## src/rtl/scs_pkg.sv

```systemverilog
// package: register map, field layout and carriers of the system clock switching block
package scs_pkg;

  // ----------------------------------------------------------------
  // register offsets (byte addresses, one word each)
  // ----------------------------------------------------------------
  localparam logic [7:0] SCS_OFF_CTRL = 8'h00;
  localparam logic [7:0] SCS_OFF_STATUS = 8'h04;
  localparam logic [7:0] SCS_OFF_INT_STAT = 8'h08;
  localparam logic [7:0] SCS_OFF_INT_MASK = 8'h0c;
  localparam logic [7:0] SCS_OFF_LF_DIV = 8'h10;

  // ----------------------------------------------------------------
  // field positions
  // ----------------------------------------------------------------
  // control register
  localparam int SCS_CTRL_XTAL_SEL = 0;
  localparam int SCS_CTRL_CPU_SEL = 1;
  localparam int SCS_CTRL_LF_DIGITAL = 2;
  // status register
  localparam int SCS_ST_SYS_SRC = 0;
  localparam int SCS_ST_CPU_SRC = 1;
  localparam int SCS_ST_FAILED = 2;
  localparam int SCS_ST_FLASH = 3;
  localparam int SCS_ST_SWITCHING = 4;
  // interrupt status and mask
  localparam int SCS_EV_FAILOVER = 0;
  localparam int SCS_EV_FLASH = 1;
  localparam int SCS_EV_SWITCHED = 2;
  localparam int SCS_EV_W = 3;

  // ----------------------------------------------------------------
  // reset values
  // ----------------------------------------------------------------
  localparam logic [2:0] SCS_CTRL_RST = 3'h0;
  localparam logic [SCS_EV_W-1:0] SCS_INT_MASK_RST = 3'h0;
  // divider in 4.12 fixed point: 10.0 turns 10 kHz into 1 kHz
  localparam logic [15:0] SCS_LF_DIV_RST = 16'ha000;
  localparam logic [15:0] SCS_LF_STEP = 16'h1000;

  // ----------------------------------------------------------------
  // timing
  // ----------------------------------------------------------------
  localparam int SCS_CLK_MHZ = 100;
  // crystal counted as dead after this long without a level change
  localparam int SCS_XTAL_DEAD_NS = 200;
  localparam int SCS_XTAL_DEAD_CYC = (SCS_XTAL_DEAD_NS * SCS_CLK_MHZ) / 1000;
  localparam logic [7:0] SCS_XTAL_DEAD_CNT = 8'(SCS_XTAL_DEAD_CYC);

  // ----------------------------------------------------------------
  // types
  // ----------------------------------------------------------------
  typedef enum logic [1:0] {
    SCS_SW_RUN = 2'b00,
    SCS_SW_PARK = 2'b01
  } scs_sw_state_t;

  typedef struct packed {
    logic hfRcOsc;
    logic hfXtalOsc;
    logic lfRcOsc;
    logic lfXtalOsc;
    logic lfOscSecondPin;
  } scs_osc_in_t;

  typedef struct packed {
    logic mainSystemClock;
    logic periphClock;
    logic cpuCoreClock;
    logic oneKhzReference;
    logic lfClock;
  } scs_clk_out_t;

endpackage

```

## src/rtl/scs_system_clock_switching.sv

```systemverilog
// system clock switching: source select, derived clocks, failover and APB registers
// Functional notes
// - reset selects internal 12 MHz RC source
// - crystal select bit picks RC or crystal
// - peripheral clock is half system clock
// - cpu select: 0 peripheral, 1 system clock
// - flash program/erase forces cpu clock 12 MHz
// - dead crystal fails over to RC source
// - failover raises non-maskable interrupt request
// - fractional divider makes 1 kHz from 10 kHz
// - second pin digital input replaces 32k crystal
// - crystal plus fast gives 24/12/24 MHz
`timescale 1ns/1ps
module scs_system_clock_switching
  import scs_pkg::*;
(
  input wire logic clk,
  input wire logic rst_n,
  input wire logic ce,
  input wire logic psel,
  input wire logic penable,
  input wire logic pwrite,
  input wire logic [7:0] paddr,
  input wire logic [31:0] pwdata,
  output logic [31:0] prdata,
  output logic pready,
  output logic pslverr,
  input wire scs_osc_in_t oscIn,
  input wire logic flashBusy,
  output scs_clk_out_t clkOut,
  output logic irq,
  output logic nmiReq
);

  // ----------------------------------------------------------------
  // input synchronisers
  // ----------------------------------------------------------------
  logic [4:0] syncA_reg;
  logic [4:0] syncB_reg;
  logic [4:0] syncC_reg;
  logic [4:0] oscF_reg;
  logic [4:0] agree;

  // a level is taken only once the second and third stage agree
  assign agree = syncB_reg ~^ syncC_reg;

  always_ff @(posedge clk) begin
    if (!rst_n) begin
      syncA_reg <= 5'h00;
      syncB_reg <= 5'h00;
      syncC_reg <= 5'h00;
      oscF_reg <= 5'h00;
    end else if (ce) begin
      syncA_reg <= oscIn;
      syncB_reg <= syncA_reg;
      syncC_reg <= syncB_reg;
      oscF_reg <= (oscF_reg & ~agree) | (syncC_reg & agree);
    end
  end

  logic hfRcS;
  logic xtalS;
  logic lfRcS;
  logic lfXtalS;
  logic lfPinS;
  assign {hfRcS, xtalS, lfRcS, lfXtalS, lfPinS} = oscF_reg;

  // ----------------------------------------------------------------
  // registers
  // ----------------------------------------------------------------
  logic [2:0] ctrl_reg;
  logic [SCS_EV_W-1:0] intStat_reg;
  logic [SCS_EV_W-1:0] intMask_reg;
  logic [15:0] lfDiv_reg;
  logic failed_reg;
  logic wrEn;
  logic rdEn;
  logic mapped;
  logic [SCS_EV_W-1:0] evSet;
  logic [SCS_EV_W-1:0] evClr;

  assign wrEn = psel && penable && pwrite;
  assign rdEn = psel && !penable && !pwrite;
  assign mapped = (paddr == SCS_OFF_CTRL) || (paddr == SCS_OFF_STATUS) ||
                  (paddr == SCS_OFF_INT_STAT) || (paddr == SCS_OFF_INT_MASK) ||
                  (paddr == SCS_OFF_LF_DIV);
  // zero wait states; error only in the access phase of an unmapped address
  assign pready = 1'b1;
  assign pslverr = psel && penable && !mapped;

  always_ff @(posedge clk) begin
    if (!rst_n) begin
      ctrl_reg <= SCS_CTRL_RST;
      intMask_reg <= SCS_INT_MASK_RST;
      lfDiv_reg <= SCS_LF_DIV_RST;
    end else if (ce && wrEn) begin
      if (paddr == SCS_OFF_CTRL) begin
        ctrl_reg <= pwdata[2:0];
      end
      if (paddr == SCS_OFF_INT_MASK) begin
        intMask_reg <= pwdata[SCS_EV_W-1:0];
      end
      if (paddr == SCS_OFF_LF_DIV) begin
        lfDiv_reg <= pwdata[15:0];
      end
    end
  end

  assign evClr = (wrEn && paddr == SCS_OFF_INT_STAT) ? pwdata[SCS_EV_W-1:0] : 3'h0;

  // set wins over a simultaneous write-one clear
  always_ff @(posedge clk) begin
    if (!rst_n) begin
      intStat_reg <= 3'h0;
    end else if (ce) begin
      intStat_reg <= (intStat_reg & ~evClr) | evSet;
    end
  end

  assign irq = |(intStat_reg & intMask_reg);

  // ----------------------------------------------------------------
  // crystal failure detection
  // ----------------------------------------------------------------
  logic [7:0] deadCnt_reg;
  logic xtalLast_reg;
  logic xtalDead;

  assign xtalDead = ctrl_reg[SCS_CTRL_XTAL_SEL] && !failed_reg &&
                    (deadCnt_reg >= SCS_XTAL_DEAD_CNT);

  always_ff @(posedge clk) begin
    if (!rst_n) begin
      deadCnt_reg <= 8'h00;
      xtalLast_reg <= 1'b0;
    end else if (ce) begin
      xtalLast_reg <= xtalS;
      if (!ctrl_reg[SCS_CTRL_XTAL_SEL] || failed_reg || xtalS != xtalLast_reg) begin
        deadCnt_reg <= 8'h00;
      end else if (deadCnt_reg != 8'hff) begin
        deadCnt_reg <= deadCnt_reg + 8'h01;
      end
    end
  end

  // latched until software clears the failover event
  always_ff @(posedge clk) begin
    if (!rst_n) begin
      failed_reg <= 1'b0;
    end else if (ce) begin
      if (xtalDead) begin
        failed_reg <= 1'b1;
      end else if (evClr[SCS_EV_FAILOVER]) begin
        failed_reg <= 1'b0;
      end
    end
  end

  // not gated by the mask: held until the failover event is cleared
  assign nmiReq = intStat_reg[SCS_EV_FAILOVER];

  // ----------------------------------------------------------------
  // main system clock mux
  // ----------------------------------------------------------------
  scs_sw_state_t swState_reg;
  scs_sw_state_t swState_next;
  logic curSrc_reg;
  logic curSrc_next;
  logic wantSrc;
  logic srcLvl;
  logic main_system_clock_reg;
  logic main_system_clock_next;

  assign wantSrc = ctrl_reg[SCS_CTRL_XTAL_SEL] && !failed_reg && !xtalDead;
  assign srcLvl = curSrc_reg ? xtalS : hfRcS;

  // switch only after a full high phase or at once on a dead crystal; park low until the new source is low
  always_comb begin
    swState_next = swState_reg;
    curSrc_next = curSrc_reg;
    main_system_clock_next = srcLvl;
    case (swState_reg)
      SCS_SW_RUN: begin
        if (wantSrc != curSrc_reg && (!srcLvl || xtalDead)) begin
          curSrc_next = wantSrc;
          main_system_clock_next = 1'b0;
          swState_next = SCS_SW_PARK;
        end
      end
      SCS_SW_PARK: begin
        main_system_clock_next = 1'b0;
        if (!srcLvl) begin
          swState_next = SCS_SW_RUN;
        end
      end
      default: begin
        swState_next = SCS_SW_RUN;
        main_system_clock_next = 1'b0;
      end
    endcase
  end

  always_ff @(posedge clk) begin
    if (!rst_n) begin
      swState_reg <= SCS_SW_RUN;
      curSrc_reg <= 1'b0;
      main_system_clock_reg <= 1'b0;
    end else if (ce) begin
      swState_reg <= swState_next;
      curSrc_reg <= curSrc_next;
      main_system_clock_reg <= main_system_clock_next;
    end
  end

  // ----------------------------------------------------------------
  // peripheral and cpu clocks
  // ----------------------------------------------------------------
  logic periph_reg;
  logic periph_next;
  logic cpuCur_reg;
  logic cpuWant;
  logic cpuClk_reg;
  logic flashLast_reg;

  // toggles on each system rise, so half rate in every mode
  assign periph_next = periph_reg ^ (main_system_clock_next && !main_system_clock_reg);

  // flash override: 12 MHz is the system clock on RC, the peripheral on crystal
  always_comb begin
    if (flashBusy) begin
      cpuWant = !curSrc_reg;
    end else begin
      cpuWant = ctrl_reg[SCS_CTRL_CPU_SEL];
    end
  end

  always_ff @(posedge clk) begin
    if (!rst_n) begin
      periph_reg <= 1'b0;
      cpuCur_reg <= 1'b0;
      cpuClk_reg <= 1'b0;
    end else if (ce) begin
      periph_reg <= periph_next;
      // both candidates low: the next high phase is a whole one
      if (cpuWant != cpuCur_reg && !main_system_clock_next && !periph_next) begin
        cpuCur_reg <= cpuWant;
        cpuClk_reg <= 1'b0;
      end else begin
        cpuClk_reg <= cpuCur_reg ? main_system_clock_next : periph_next;
      end
    end
  end

  // ----------------------------------------------------------------
  // low-frequency clocks
  // ----------------------------------------------------------------
  logic [15:0] acc_reg;
  logic [16:0] accSum;
  logic lfRcLast_reg;
  logic oneKhz_reg;
  logic lfClk_reg;

  assign accSum = {1'b0, acc_reg} + {1'b0, SCS_LF_STEP};

  // phase accumulator; output high during the first half of each period
  always_ff @(posedge clk) begin
    if (!rst_n) begin
      acc_reg <= 16'h0000;
      lfRcLast_reg <= 1'b0;
      oneKhz_reg <= 1'b0;
    end else if (ce) begin
      lfRcLast_reg <= lfRcS;
      if (lfRcS && !lfRcLast_reg) begin
        if (accSum >= {1'b0, lfDiv_reg}) begin
          acc_reg <= 16'(accSum - {1'b0, lfDiv_reg});
        end else begin
          acc_reg <= accSum[15:0];
        end
      end
      oneKhz_reg <= acc_reg < {1'b0, lfDiv_reg[15:1]};
    end
  end

  always_ff @(posedge clk) begin
    if (!rst_n) begin
      lfClk_reg <= 1'b0;
    end else if (ce) begin
      lfClk_reg <= ctrl_reg[SCS_CTRL_LF_DIGITAL] ? lfPinS : lfXtalS;
    end
  end

  assign clkOut = '{mainSystemClock: main_system_clock_reg, periphClock: periph_reg,
                    cpuCoreClock: cpuClk_reg, oneKhzReference: oneKhz_reg,
                    lfClock: lfClk_reg};

  // ----------------------------------------------------------------
  // events and read data
  // ----------------------------------------------------------------
  always_ff @(posedge clk) begin
    if (!rst_n) begin
      flashLast_reg <= 1'b0;
    end else if (ce) begin
      flashLast_reg <= flashBusy;
    end
  end

  always_comb begin
    evSet = 3'h0;
    evSet[SCS_EV_FAILOVER] = xtalDead;
    evSet[SCS_EV_FLASH] = flashBusy && !flashLast_reg;
    evSet[SCS_EV_SWITCHED] = (swState_reg == SCS_SW_PARK) && (swState_next == SCS_SW_RUN);
  end

  always_ff @(posedge clk) begin
    if (!rst_n) begin
      prdata <= 32'h0000_0000;
    end else if (ce && rdEn) begin
      prdata <= 32'h0000_0000;
      case (paddr)
        SCS_OFF_CTRL: prdata[2:0] <= ctrl_reg;
        SCS_OFF_STATUS: prdata[4:0] <= {swState_reg == SCS_SW_PARK, flashBusy, failed_reg,
                                        cpuCur_reg, curSrc_reg};
        SCS_OFF_INT_STAT: prdata[SCS_EV_W-1:0] <= intStat_reg;
        SCS_OFF_INT_MASK: prdata[SCS_EV_W-1:0] <= intMask_reg;
        SCS_OFF_LF_DIV: prdata[15:0] <= lfDiv_reg;
        default: prdata <= 32'h0000_0000;
      endcase
    end
  end

endmodule

```

## config.mk

```make
export PLATFORM = sky130hd
export DESIGN_NAME = scs_system_clock_switching
export DESIGN_NICKNAME = d
export VERILOG_FILES = /design/src/rtl/scs_pkg.sv /design/src/rtl/scs_system_clock_switching.sv
export SDC_FILE = /design/constraint.sdc
export NUM_CORES = 1
export LEC_CHECK = 0
export ABC_CLOCK_PERIOD_IN_PS = 4100
export BUFFER_PORTS_ARGS = -buffer_cell sky130_fd_sc_hd__buf_2
export CORE_MARGIN = 5
export CORE_UTILIZATION = 45
export DETAILED_ROUTE_END_ITERATION = 16
export PLACE_DENSITY = 0.63
export REMOVE_ABC_BUFFERS = 1
export SYNTH_ARGS = -nofsm -noshare
export SYNTH_HDL_FRONTEND = slang
export SYNTH_SLANG_ARGS = --single-unit
```

## constraint.sdc

```tcl
create_clock -name clk -period 4.1 [get_ports clk]
set_clock_uncertainty 0.15 [all_clocks]
set_input_delay 0.41 -clock clk [delete_from_list [all_inputs] [get_ports clk]]
set_output_delay 0.41 -clock clk [all_outputs]
set_load 0.01 [all_outputs]
```

==> results of run 1 <==
[routing by layer]
layer	wire, um	track usage, %
met1	6288	24.45
met2	6757	32.18
met3	536	2.971
met4	208	6.858
met5	0	0
[worst min-delay path by stage]
stage                     to  depth (start not counted)  slack, ns          from
3_3_place_gp        register                          2       0.29  syncC_reg[1]
2_1_floorplan       register                          2       0.29  syncC_reg[0]
4_1_cts        lfDiv_reg[15]                          3       0.13    pwdata[15]
6_report       lfDiv_reg[15]                          3       0.14    pwdata[15]
3_5_place_dp        register                          2       0.30  syncC_reg[3]
5_1_grt        lfDiv_reg[15]                          3       0.14    pwdata[15]
[kinds of logic (layout without fill, tap and decap cells)]
group | count (synthesis) | after routing | share of synthesized area, %
AO/OA/AOI/OAI | 184 | 184 | 21.47
XOR/XNOR | 15 | 15 | 2.322
adder cells (fa/ha/maj) | 34 | 34 | 7.652
multiplexers | 30 | 30 | 5.374
buffers and inverters | 84 | 108 | 7.629
other | 2 | 17 | 0.1327
AND/OR/NAND/NOR | 238 | 238 | 20.74
flip-flops | 98 | 98 | 34.67
[report_power, final]
group | internal, mW | total (mW) | switching, mW
Clock | 0.411 | 0.795 | 0.384
Sequential | 0.962 | 0.968 | 0.00675
Combinational | 0.0329 | 0.0971 | 0.0642
Total | 1.40 | 1.86 | 0.455
[placed cells by master, fill, tap and decap left out, types with 3 or more instances in the layout]
cell type and instances:
a211o_1 5, a211oi_1 9, a21o_1 15, a21oi_1 55, a221oi_1 5, a22oi_1 11
a31oi_1 7, a32oi_1 3, and3_1 9, buf_2 59, clkbuf_16 9, clkinv_2 4
conb_1 17, dfxtp_1 98, ha_1 33, inv_1 30, mux2_2 3, mux2i_1 27
nand2_1 75, nand2b_1 9, nand3_1 26, nand4_1 12, nor2_1 69, nor2b_1 5
nor3_1 9, o211ai_1 8, o21ai_0 36, o31ai_1 6, or3_1 5, xnor2_1 10
xor2_1 5
[worst reg2reg max path, cell delays in order (launching register included)]
cell and delay, ns:
dfxtp_1 0.43, ha_1 0.30, xor2_1 0.10, ha_1 0.40, nand3_2 0.13, or3_4 0.40
o21bai_4 0.25, nand2_1 0.31, a211o_1 0.37, a21oi_1 0.14
[stage by stage]
step / hold WS [ns] / cell area, um^2
2_1_floorplan: 0.2857 / 5399
3_3_place_gp: 0.2918 / 5924
4_1_cts: 0.1288 / 6195
3_5_place_dp: 0.3034 / 5924
5_1_grt: 0.1365 / 6195
6_report: 0.1364 / 6195
[final cells by class]
| class | instances | area share [%] |
|---|---|---|
| inverters | 31 | 1.878 |
| repair buffers | 61 | 5.009 |
| multi-input cells | 518 | 53.61 |
| clock inverters | 7 | 0.7271 |
| well taps | 172 | 3.474 |
| clock buffers | 9 | 3.636 |
| flip-flops and latches | 98 | 31.67 |
==> summary.txt, run 1 <==
Global routing
  • First-pass GRT wire length: 22.51 mm
  • Initial antenna violation count: 0
  • Overflow after GRT: 0
  • Number of global-route vias before repair: 4,600
  • Largest net degree at the start of global routing: 58
  • GRT Total Usage: 18.98%

Placement
  • Port Buffers: 59
  • Placed insts: 880
  • GP Congestion: 0.8374
  • Dpl ws: 1.068 ns
  • DPL Wire Length: 10.16 mm

Drt
  • DR vias/cell: 5.485
  • # DRC: 0
  • Iteration count of the initial detailed-routing pass: 4
  • WL per Instance: 15.39 um
  • Vias: 4,915
  • Routed Antenna Nets: 0
  • Iteration-0 DRC Markers: 282
  • Final WL: 13.79 mm

Setup path
  • Reg2Reg Depth: 9
  • Worst-path cell chain: ha_1, xor2_1, ha_1, nand3_2, or3_4, o21bai_4, nand2_1, a211o_1, a21oi_1
  • R2R setup slack: 1.06 ns
  • Crit. End Element: register
  • R2R Path End: acc_reg[4]
  • Critical path depth: 9
  • Crit path capture: acc_reg[4]
  • Critical Path AT: 3.17 ns
  • CP dominant cell by count: ha_1
  • Slowest stage cell, crit path: dfxtp_1
  • Worst setup path start: acc_reg[12]
  • Critical Path Source Type: register
  • Crit-path leading delay family: simple AND/OR/NAND/NOR gates
  • Kind of critical path: reg -> reg
  • Worst EP required: 4.23 ns
  • RR Startpoint: acc_reg[12]
  • Peak per-stage delay on the critical path: 0.43 ns
  • Bufs and invs on worst path: 0
  • Worst Path Max Fanout: 11

Clock network
  • Worst-skew pair later-pin latency: 0.35 ns
  • TritonCTS clock tree: done
  • # H-tree levels: 3
  • CTS Sinks: 98
  • Clock-pin slew on the worst setup and hold paths: 0.07 ns
  • Post-CTS Setup Bufs: 0
  • Clock Path Buffers: 2
  • Hold Buf Count CTS: 0
  • CTS buffer count: 9
  • Clock root cell: clkbuf_16
  • # resized after CTS: 0

Die
  • Core ar.: 12,470 um^2
  • Die area: 14,920 um^2
  • DIE HEIGHT: 122.1 um
  • Initial cell density of the core: 45.39%
  • Row count: 41
  • Total I/O pin count: 93
  • Die width: 122.1 um

Pwr
  • Total power: 1.860 mW
  • Leak pwr: 2.561 nW
  • PwrDens: 300.3 nW/um^2
  • Maximum VDD drop: 0.2148 mV

Status
  • Status: completed

Timing
  • Fin. max-slew vios: 0
  • Tcrit/Tclk final: 74.19%
  • Final setup fails: 0
  • Fin Setup TNS: 0 ns
  • Slew HR: 36.22%
  • Final Hold Vio Count: 0
  • Least-Margin Pin Slew: 0.9467 ns
  • Min cycle time layout: 3.042 ns
  • Max Fclk: 0.3288 GHz
  • Final setup margin: 1.058 ns
  • RSZ-0062 raised after global routing: no

Yosys
  • Post-synth top area share: 34.67%
  • Asr flop ratio synth: 0%
  • Post-synthesis area per instance: 8.260 um^2
  • Top cells by area, synth: dfxtp_1 35%, ha_1 7.3%, nand2_1 5.0%
  • Most frequent cell after synthesis: dfxtp_1
  • Netlist cell types: 70
  • Cell area after synthesis: 5658 um^2
  • Synthesis Warnings: 0
  • Post-synth top area cell: dfxtp_1
  • Flop and latch count out of synthesis: 98
  • Post-synth EDFFs: 0
  • Predominant post-synthesis flop cell: dfxtp_1
  • Post-synthesis sequential area ratio: 34.67%
  • Cells after Synth: 685
  • Top cells by count, synth: 98 x dfxtp_1, 75 x nand2_1, 69 x nor2_1

Final layout
  • Final core utilization: 49.69%
  • Non-filler cells, final: 896
  • Layout cell share with drive strength beyond 1: 13.54%
  • N_diodes: 0
  • Sequential cell area: 1962 um^2
  • Layout area overhead: 9.487%
  • Area of the multi-input gates: 3321 um^2
  • Nets@finish: 805
  • Fill cells: 1,209

Hold path
  • Hold Path Class: in -> reg

Job
  • Maxcap violations: 0
(Power assumes the default switching activity.)
==> run 2: changes to the inputs <==
Settings changed: ABC_AREA set to 1, ABC_CLOCK_PERIOD_IN_PS 4100 to 2750, PLACE_DENSITY 0.63 to 0.66.
Clock period 4.1 ns to 2.75 ns, I/O delays scaled along.
==> run 2 against run 1 <==
Against the previous run:
- synthesized area is 0.80% lower
- die area is 0.74% lower
- clock power increased by 69%
- synthesized cell count grew 15%
- via count grew 3.8%
- worst setup slack lost 0.88 ns
- worst hold slack worse by 0.099 ns
- largest cell class unchanged
- largest power group unchanged
==> summary.txt, run 2 <==
Status
  • Status: completed (unchanged)

Die
  • DIE HEIGHT: 121.7 um (was 122.1 um)
  • Initial cell density of the core: 46.34% (was 45.39%)
  • Die area: 14,810 um^2 (was 14,920 um^2)
  • Core ar.: 12,110 um^2 (was 12,470 um^2)
  • Die width: 121.7 um (was 122.1 um)
  • Row count: 40 (was 41)
  • Total I/O pin count: 93 (unchanged)

Global routing
  • Number of global-route vias before repair: 4,808 (was 4,600)
  • Largest net degree at the start of global routing: 38 (was 58)
  • Initial antenna violation count: 0 (unchanged)
  • Overflow after GRT: 0 (unchanged)
  • First-pass GRT wire length: 22.54 mm (was 22.51 mm)
  • GRT Total Usage: 18.76% (was 18.98%)

Placement
  • Port Buffers: 59 (unchanged)
  • GP Congestion: 0.8716 (was 0.8374)
  • Post-DP Area: 5962 um^2 (was 5924 um^2)
  • Dpl ws: 0.1887 ns (was 1.068 ns)
  • DPL Wire Length: 10.08 mm (was 10.16 mm)

Final layout
  • Nets@finish: 932 (was 805)
  • Layout cell share with drive strength beyond 1: 15.28% (was 13.54%)
  • Layout area overhead: 13.29% (was 9.487%)
  • Fin area: 6359 um^2 (was 6195 um^2)
  • N_diodes: 0 (unchanged)
  • Most common cell after layout, fill and taps aside: nand2_1 (was dfxtp_1)
  • Commonest non-fill, non-tap cells in the layout: 159 x nand2_1, 98 x dfxtp_1, 95 x inv_1 (was 98 x dfxtp_1, 75 x nand2_1, 69 x nor2_1)

Timing
  • Final setup margin: 0.1745 ns (was 1.058 ns)
  • Min cycle time layout: 2.575 ns (was 3.042 ns)
  • Max Fclk: 0.3883 GHz (was 0.3288 GHz)
  • Least-Margin Pin Slew: 0.7012 ns (was 0.9467 ns)
  • Fin Setup TNS: 0 ns (unchanged)
  • Final Hold Vio Count: 0 (unchanged)
  • Final setup fails: 0 (unchanged)
  • Min Hold Slack: 0.03766 ns (was 0.1364 ns)
  • Tcrit/Tclk final: 93.65% (was 74.19%)
  • Fin. max-slew vios: 0 (unchanged)
  • Slew HR: 53.21% (was 36.22%)

Yosys
  • Flop and latch count out of synthesis: 98 (unchanged)
  • Post-synth EDFFs: 0 (unchanged)
  • Most frequent cell after synthesis: nand2_1 (was dfxtp_1)
  • Asr flop ratio synth: 0% (unchanged)
  • Cells after Synth: 790 (was 685)
  • Top cells by count, synth: 159 x nand2_1, 98 x dfxtp_1, 95 x inv_1 (was 98 x dfxtp_1, 75 x nand2_1, 69 x nor2_1)
  • Cell area after synthesis: 5613 um^2 (was 5658 um^2)
  • Post-synth top area share: 34.95% (was 34.67%)
  • Top cells by area, synth: dfxtp_1 35%, nand2_1 11%, o21ai_0 7.4% (was dfxtp_1 35%, ha_1 7.3%, nand2_1 5.0%)
  • Post-synth top area cell: dfxtp_1 (unchanged)
  • Netlist cell types: 44 (was 70)
  • Post-synthesis area per instance: 7.105 um^2 (was 8.260 um^2)
  • Predominant post-synthesis flop cell: dfxtp_1 (unchanged)
  • Post-synthesis sequential area ratio: 34.95% (was 34.67%)
  • Synthesis Warnings: 0 (unchanged)

Pwr
  • NetSw: 0.7214 mW (was 0.4552 mW)
  • Cell Int Power: 2.258 mW (was 1.405 mW)
  • Sw Share: 24.21% (was 24.47%)
  • PwrDens: 468.6 nW/um^2 (was 300.3 nW/um^2)
  • Comb pwr share: 5.9% (was 5.2%)
  • Leak pwr: 2.861 nW (was 2.561 nW)
  • Sequential fraction of design power: 49.0% (was 52.1%)
  • Clk network pwr share: 45.1% (was 42.7%)
  • Maximum VDD drop: 0.2601 mV (was 0.2148 mV)
  • Total power: 2.980 mW (was 1.860 mW)

Drt
  • Vias: 5,104 (was 4,915)
  • Iteration count of the initial detailed-routing pass: 5 (was 4)
  • DR vias/cell: 5.009 (was 5.485)
  • Iteration-0 DRC Markers: 291 (was 282)
  • Routed Antenna Nets: 0 (unchanged)
  • # DRC: 0 (unchanged)
  • WL per Instance: 13.08 um (was 15.39 um)
  • Final WL: 13.33 mm (was 13.79 mm)

Setup path
  • Worst EP required: 2.85 ns (was 4.23 ns)
  • Worst Path Max Fanout: 10 (was 11)
  • Kind of critical path: reg -> reg (unchanged)
  • Crit. End Element: register (unchanged)
  • Critical Path AT: 2.68 ns (was 3.17 ns)
  • Critical Path Source Type: register (unchanged)

Clock network
  • # H-tree levels: 3 (unchanged)
  • CTS buffer count: 9 (unchanged)
  • CTS Sinks: 98 (unchanged)
  • Worst-skew pair later-pin latency: 0.35 ns (about the same)
  • TritonCTS clock tree: done (unchanged)
  • Clock Path Buffers: 2 (unchanged)
  • Clock root cell: clkbuf_16 (unchanged)
  • Post-CTS Setup Bufs: 0 (unchanged)
  • Clock-pin slew on the worst setup and hold paths: 0.07 ns (about the same)

Hold path
  • Hold Path Class: in -> reg (unchanged)

Job
  • Maxcap violations: 0 (unchanged)
## run 2: cell types whose count changed in the layout (fill, tap and decap cells not counted), sizes merged, moves of 9 or more
cell / previous run / this run
nand2: 75 / 179
inv: 32 / 103
o21ai: 36 / 83
a21oi: 56 / 89
mux2i: 27 / 0
nand3: 27 / 44
a21o: 15 / 0
nor2: 70 / 58
a22oi: 11 / 0
nand2b: 9 / 0
## run 2: path summary, 6_finish.rpt
| kind | end | slack, ns | from | depth (start not counted) |
|---|---|---|---|---|
| hold / removal | flashLast_reg | 0.04 | flashBusy | 3 |
| setup reg to reg | acc_reg[12] | 0.17 | acc_reg[12] | 14 |
| setup / recovery | acc_reg[12] | 0.17 | acc_reg[12] | 14 |
| hold reg to reg | syncA_reg[3] | 0.31 | syncA_reg[3] | 2 |
## run 2: area by class of cell
class / count / area (um^2)
inverter: 101 / 379.1
clock buffer: 10 / 239.0
sequential: 98 / 1962
fill: 1205 / 5753
multi-input combinational: 562 / 3062
clock inverter: 6 / 83.83
timing repair buffer: 74 / 422.9
tap: 168 / 210.2
## run 2: power groups by stage
stage          clock (mW)  combinational, mW  sequential [mW]
2_1_floorplan           0             0.0796             1.50
3_3_place_gp            0              0.168             1.49
3_5_place_dp            0              0.169             1.49
4_1_cts              1.38              0.176             1.46
5_1_grt              1.43              0.200             1.46
6_report             1.34              0.175             1.46
## run 2: metal layers
| layer | up-vias | GRT usage [%] | part of all wire (%) |
|---|---|---|---|
| met5 | - | 0 | 0 |
| met4 | 0 | 6.232 | 2.5 |
| met3 | 22 | 4.503 | 4.1 |
| met2 | 104 | 31.64 | 47 |
| met1 | 2311 | 23.54 | 47 |
| li1 | 2667 | - | - |
## run 2: worst max-delay path: stages (launching register included)
cell	delay (ns)
dfxtp_1	0.40
ha_1	0.23
xor2_1	0.19
ha_1	0.31
a21oi_1	0.19
nor2_1	0.06
nor2_1	0.11
nand2_2	0.08
nor2_4	0.14
nand2_4	0.14
buf_4	0.20
nand3_1	0.08
nand3_1	0.07
nand2_1	0.09
inv_1	0.04
## run 2: repair_timing
| item | 4_1_cts | 5_1_grt |
|---|---|---|
| hold buffers | 6 | 0 |
| endpoints found under the setup margin | 0 | 3 |
| resized for setup | 0 | 2 |
| endpoints found under the hold margin | 6 | 0 |
## run 2: per-stage QoR
| step | std cells | utilization [%] |
|---|---|---|
| 6_report | 1019 | 52.50 |
| 5_1_grt | 1019 | 52.50 |
| 4_1_cts | 1019 | 52.39 |
| 3_5_place_dp | 997 | 49.23 |
| 3_3_place_gp | 997 | 49.23 |
| 2_1_floorplan | 761 | - |
## run 2: logic make-up (layout without fill, tap and decap cells)
family	after synthesis	count (layout)	share of synthesized area [%]
flip-flops	98	98	34.95
XOR/XNOR	12	12	1.872
AND/OR/NAND/NOR	308	308	24.74
adder cells (fa/ha/maj)	34	34	7.713
buffers and inverters	145	191	11.75
AO/OA/AOI/OAI	191	191	18.84
other	2	17	0.1338
==> run 3: changes to the inputs <==
Settings changed: BUFFER_PORTS_ARGS -buffer_cell sky130_fd_sc_hd__buf_2 to unset, DONT_BUFFER_PORTS set to 1, PLACE_DENSITY 0.66 to 0.59.
==> run 3 against run 2 <==
Against the previous run:
- core utilization decreased by 1.5 points
- flip-flop and latch count stayed put
- critical path depth down 1
- critical endpoint is now acc_reg[14]
- highest routed layer unchanged
==> summary.txt, run 3 (synthesized netlist as in run 2, its figures left out) <==
Pwr
  • Total power: 2.837 mW (was 2.980 mW)
  • Maximum VDD drop: 0.2905 mV (was 0.2601 mV)
  • Leak pwr: 2.631 nW (was 2.861 nW)
  • PwrDens: 459.1 nW/um^2 (was 468.6 nW/um^2)

Clock network
  • Clock Path Buffers: 2 (unchanged)
  • CTS Sinks: 98 (unchanged)
  • Worst-skew pair later-pin latency: 0.35 ns (about the same)
  • TritonCTS clock tree: done (unchanged)
  • CTS buffer count: 9 (unchanged)
  • Post-CTS Setup Bufs: 0 (unchanged)
  • Clock root cell: clkbuf_16 (unchanged)
  • # H-tree levels: 3 (unchanged)
  • Clock-pin slew on the worst setup and hold paths: 0.07 ns (about the same)

Final layout
  • Layout area overhead: 10.10% (was 13.29%)
  • N_diodes: 0 (unchanged)
  • Fill cells: 1,236 (was 1,205)
  • Nets@finish: 887 (was 932)
  • Most common cell after layout, fill and taps aside: nand2_1 (unchanged)
  • Commonest non-fill, non-tap cells in the layout: 159 x nand2_1, 98 x dfxtp_1, 95 x inv_1 (unchanged)
  • Final core utilization: 51.02% (was 52.50%)
  • Layout cell share with drive strength beyond 1: 8.065% (was 15.28%)

Drt
  • Iteration-0 DRC Markers: 309 (was 291)
  • Final WL: 14.08 mm (was 13.33 mm)
  • Routed Antenna Nets: 0 (unchanged)
  • Iteration count of the initial detailed-routing pass: 5 (unchanged)
  • WL per Instance: 14.46 um (was 13.08 um)
  • DR vias/cell: 5.091 (was 5.009)
  • # DRC: 0 (unchanged)
  • Vias: 4,959 (was 5,104)

Timing
  • Min cycle time layout: 2.524 ns (was 2.575 ns)
  • Final Hold Vio Count: 0 (unchanged)
  • Fin. max-slew vios: 0 (unchanged)
  • Fin Setup TNS: 0 ns (unchanged)
  • Final setup fails: 0 (unchanged)
  • Slew HR: 47.70% (was 53.21%)
  • RSZ-0062 raised after global routing: no
  • Max Fclk: 0.3961 GHz (was 0.3883 GHz)
  • Least-Margin Pin Slew: 0.7820 ns (was 0.7012 ns)
  • Tcrit/Tclk final: 91.80% (was 93.65%)

Hold path
  • Hold Path Cell Cnt: 3 (unchanged)
  • Hold Path Sink: intStat_reg[0] (was flashLast_reg)
  • Min-Delay Startpoint: pwdata[0] (was flashBusy)
  • Hold Path Class: in -> reg (unchanged)

Global routing
  • Initial antenna violation count: 0 (unchanged)
  • Number of global-route vias before repair: 4,865 (was 4,808)
  • Overflow after GRT: 0 (unchanged)
  • GRT Total Usage: 19.52% (was 18.76%)
  • First-pass GRT wire length: 23.25 mm (was 22.54 mm)
  • Largest net degree at the start of global routing: 55 (was 38)

Die
  • Die area: 14,810 um^2 (unchanged)
  • Die width: 121.7 um (unchanged)
  • Initial cell density of the core: 46.34% (unchanged)
  • Total I/O pin count: 93 (unchanged)
  • Core ar.: 12,110 um^2 (unchanged)
  • DIE HEIGHT: 121.7 um (unchanged)
  • Row count: 40 (unchanged)

Placement
  • GP Congestion: 0.9114 (was 0.8716)
  • DPL Wire Length: 10.12 mm (was 10.08 mm)
  • Port Buffers: 0 (was 59)

Setup path
  • Crit. End Element: register (unchanged)
  • Worst EP required: 2.88 ns (was 2.85 ns)
  • Kind of critical path: reg -> reg (unchanged)
  • Worst setup path start: acc_reg[13] (was acc_reg[12])
  • Critical Path AT: 2.66 ns (was 2.68 ns)
  • RR Startpoint: acc_reg[13] (was acc_reg[12])
  • Reg2Reg Depth: 13 (was 14)
  • R2R Path End: acc_reg[14] (was acc_reg[12])
  • Worst Path Max Fanout: 10 (unchanged)
  • Critical Path Source Type: register (unchanged)
  • R2R setup slack: 0.23 ns (was 0.17 ns)

Job
  • Maxcap violations: 0 (unchanged)

Status
  • Status: completed (unchanged)
==> run 3: layer usage <==
layer  vias up  part of all wire [%]  global-route usage (%)
met5         -                     0                       0
met4         0                   2.5                   8.263
met2        75                    49                   33.92
met3        17                   2.8                   2.600
li1       2579                     -                       -
met1      2288                    46                   24.21
==> run 3: report_power, final <==
part	leakage [nW]	switching, mW	internal, mW
sequential	0.795	0.0220	1.45
clock	0.132	0.552	0.666
combinational	1.70	0.0979	0.0536
total	2.63	0.671	2.17
==> run 3: worst max-delay path, cell delays in order (launching register included) <==
cell,delay (ns)
dfxtp_1,0.39
ha_1,0.22
xor2_1,0.19
ha_1,0.31
a21oi_1,0.20
nor2_1,0.06
nor2_1,0.11
nand2_2,0.08
nor2_4,0.14
nand2_4,0.13
buf_4,0.20
nand2_1,0.08
nand3_1,0.07
a21oi_1,0.13
==> run 3: per-stage QoR <==
stage	std cells	area [um^2]	hold WS, ns	worst slack (ns)
after global routing	974	6180	0.03078	0.01984
after global placement	934	5637	0.2253	0.2628
after detailed placement	934	5637	0.2281	0.2356
after floorplan	761	5389	0.2185	0.4260
final	974	6180	0.01431	0.2255
after CTS	974	6171	0.004117	0.2246
==> run 3: repair_timing <==
item | CTS | global route
resized for setup | 0 | 1
hold endpoints to repair | 69 | 0
hold buffers | 24 | 0
setup endpoints to repair | 0 | 1
==> run 3: worst max-delay path by stage <==
stage	end	slack (ns)	cells past startpoint
3_5_place_dp	acc_reg[15]	0.24	13
2_1_floorplan	acc_reg[10]	0.43	10
4_1_cts	acc_reg[15]	0.22	13
5_1_grt	acc_reg[15]	0.02	13
6_report	acc_reg[14]	0.23	13
3_3_place_gp	acc_reg[15]	0.26	13
==> run 3: cell type report <==
class / count / area [um^2] / area share [%]
clock inverter: 3 / 23.77 / 0.3847
sequential: 98 / 1962 / 31.75
multi-input combinational: 562 / 3057 / 49.46
tap: 168 / 210.2 / 3.402
inverter: 101 / 379.1 / 6.135
clock buffer: 13 / 260.3 / 4.211
timing repair buffer: 29 / 287.8 / 4.657
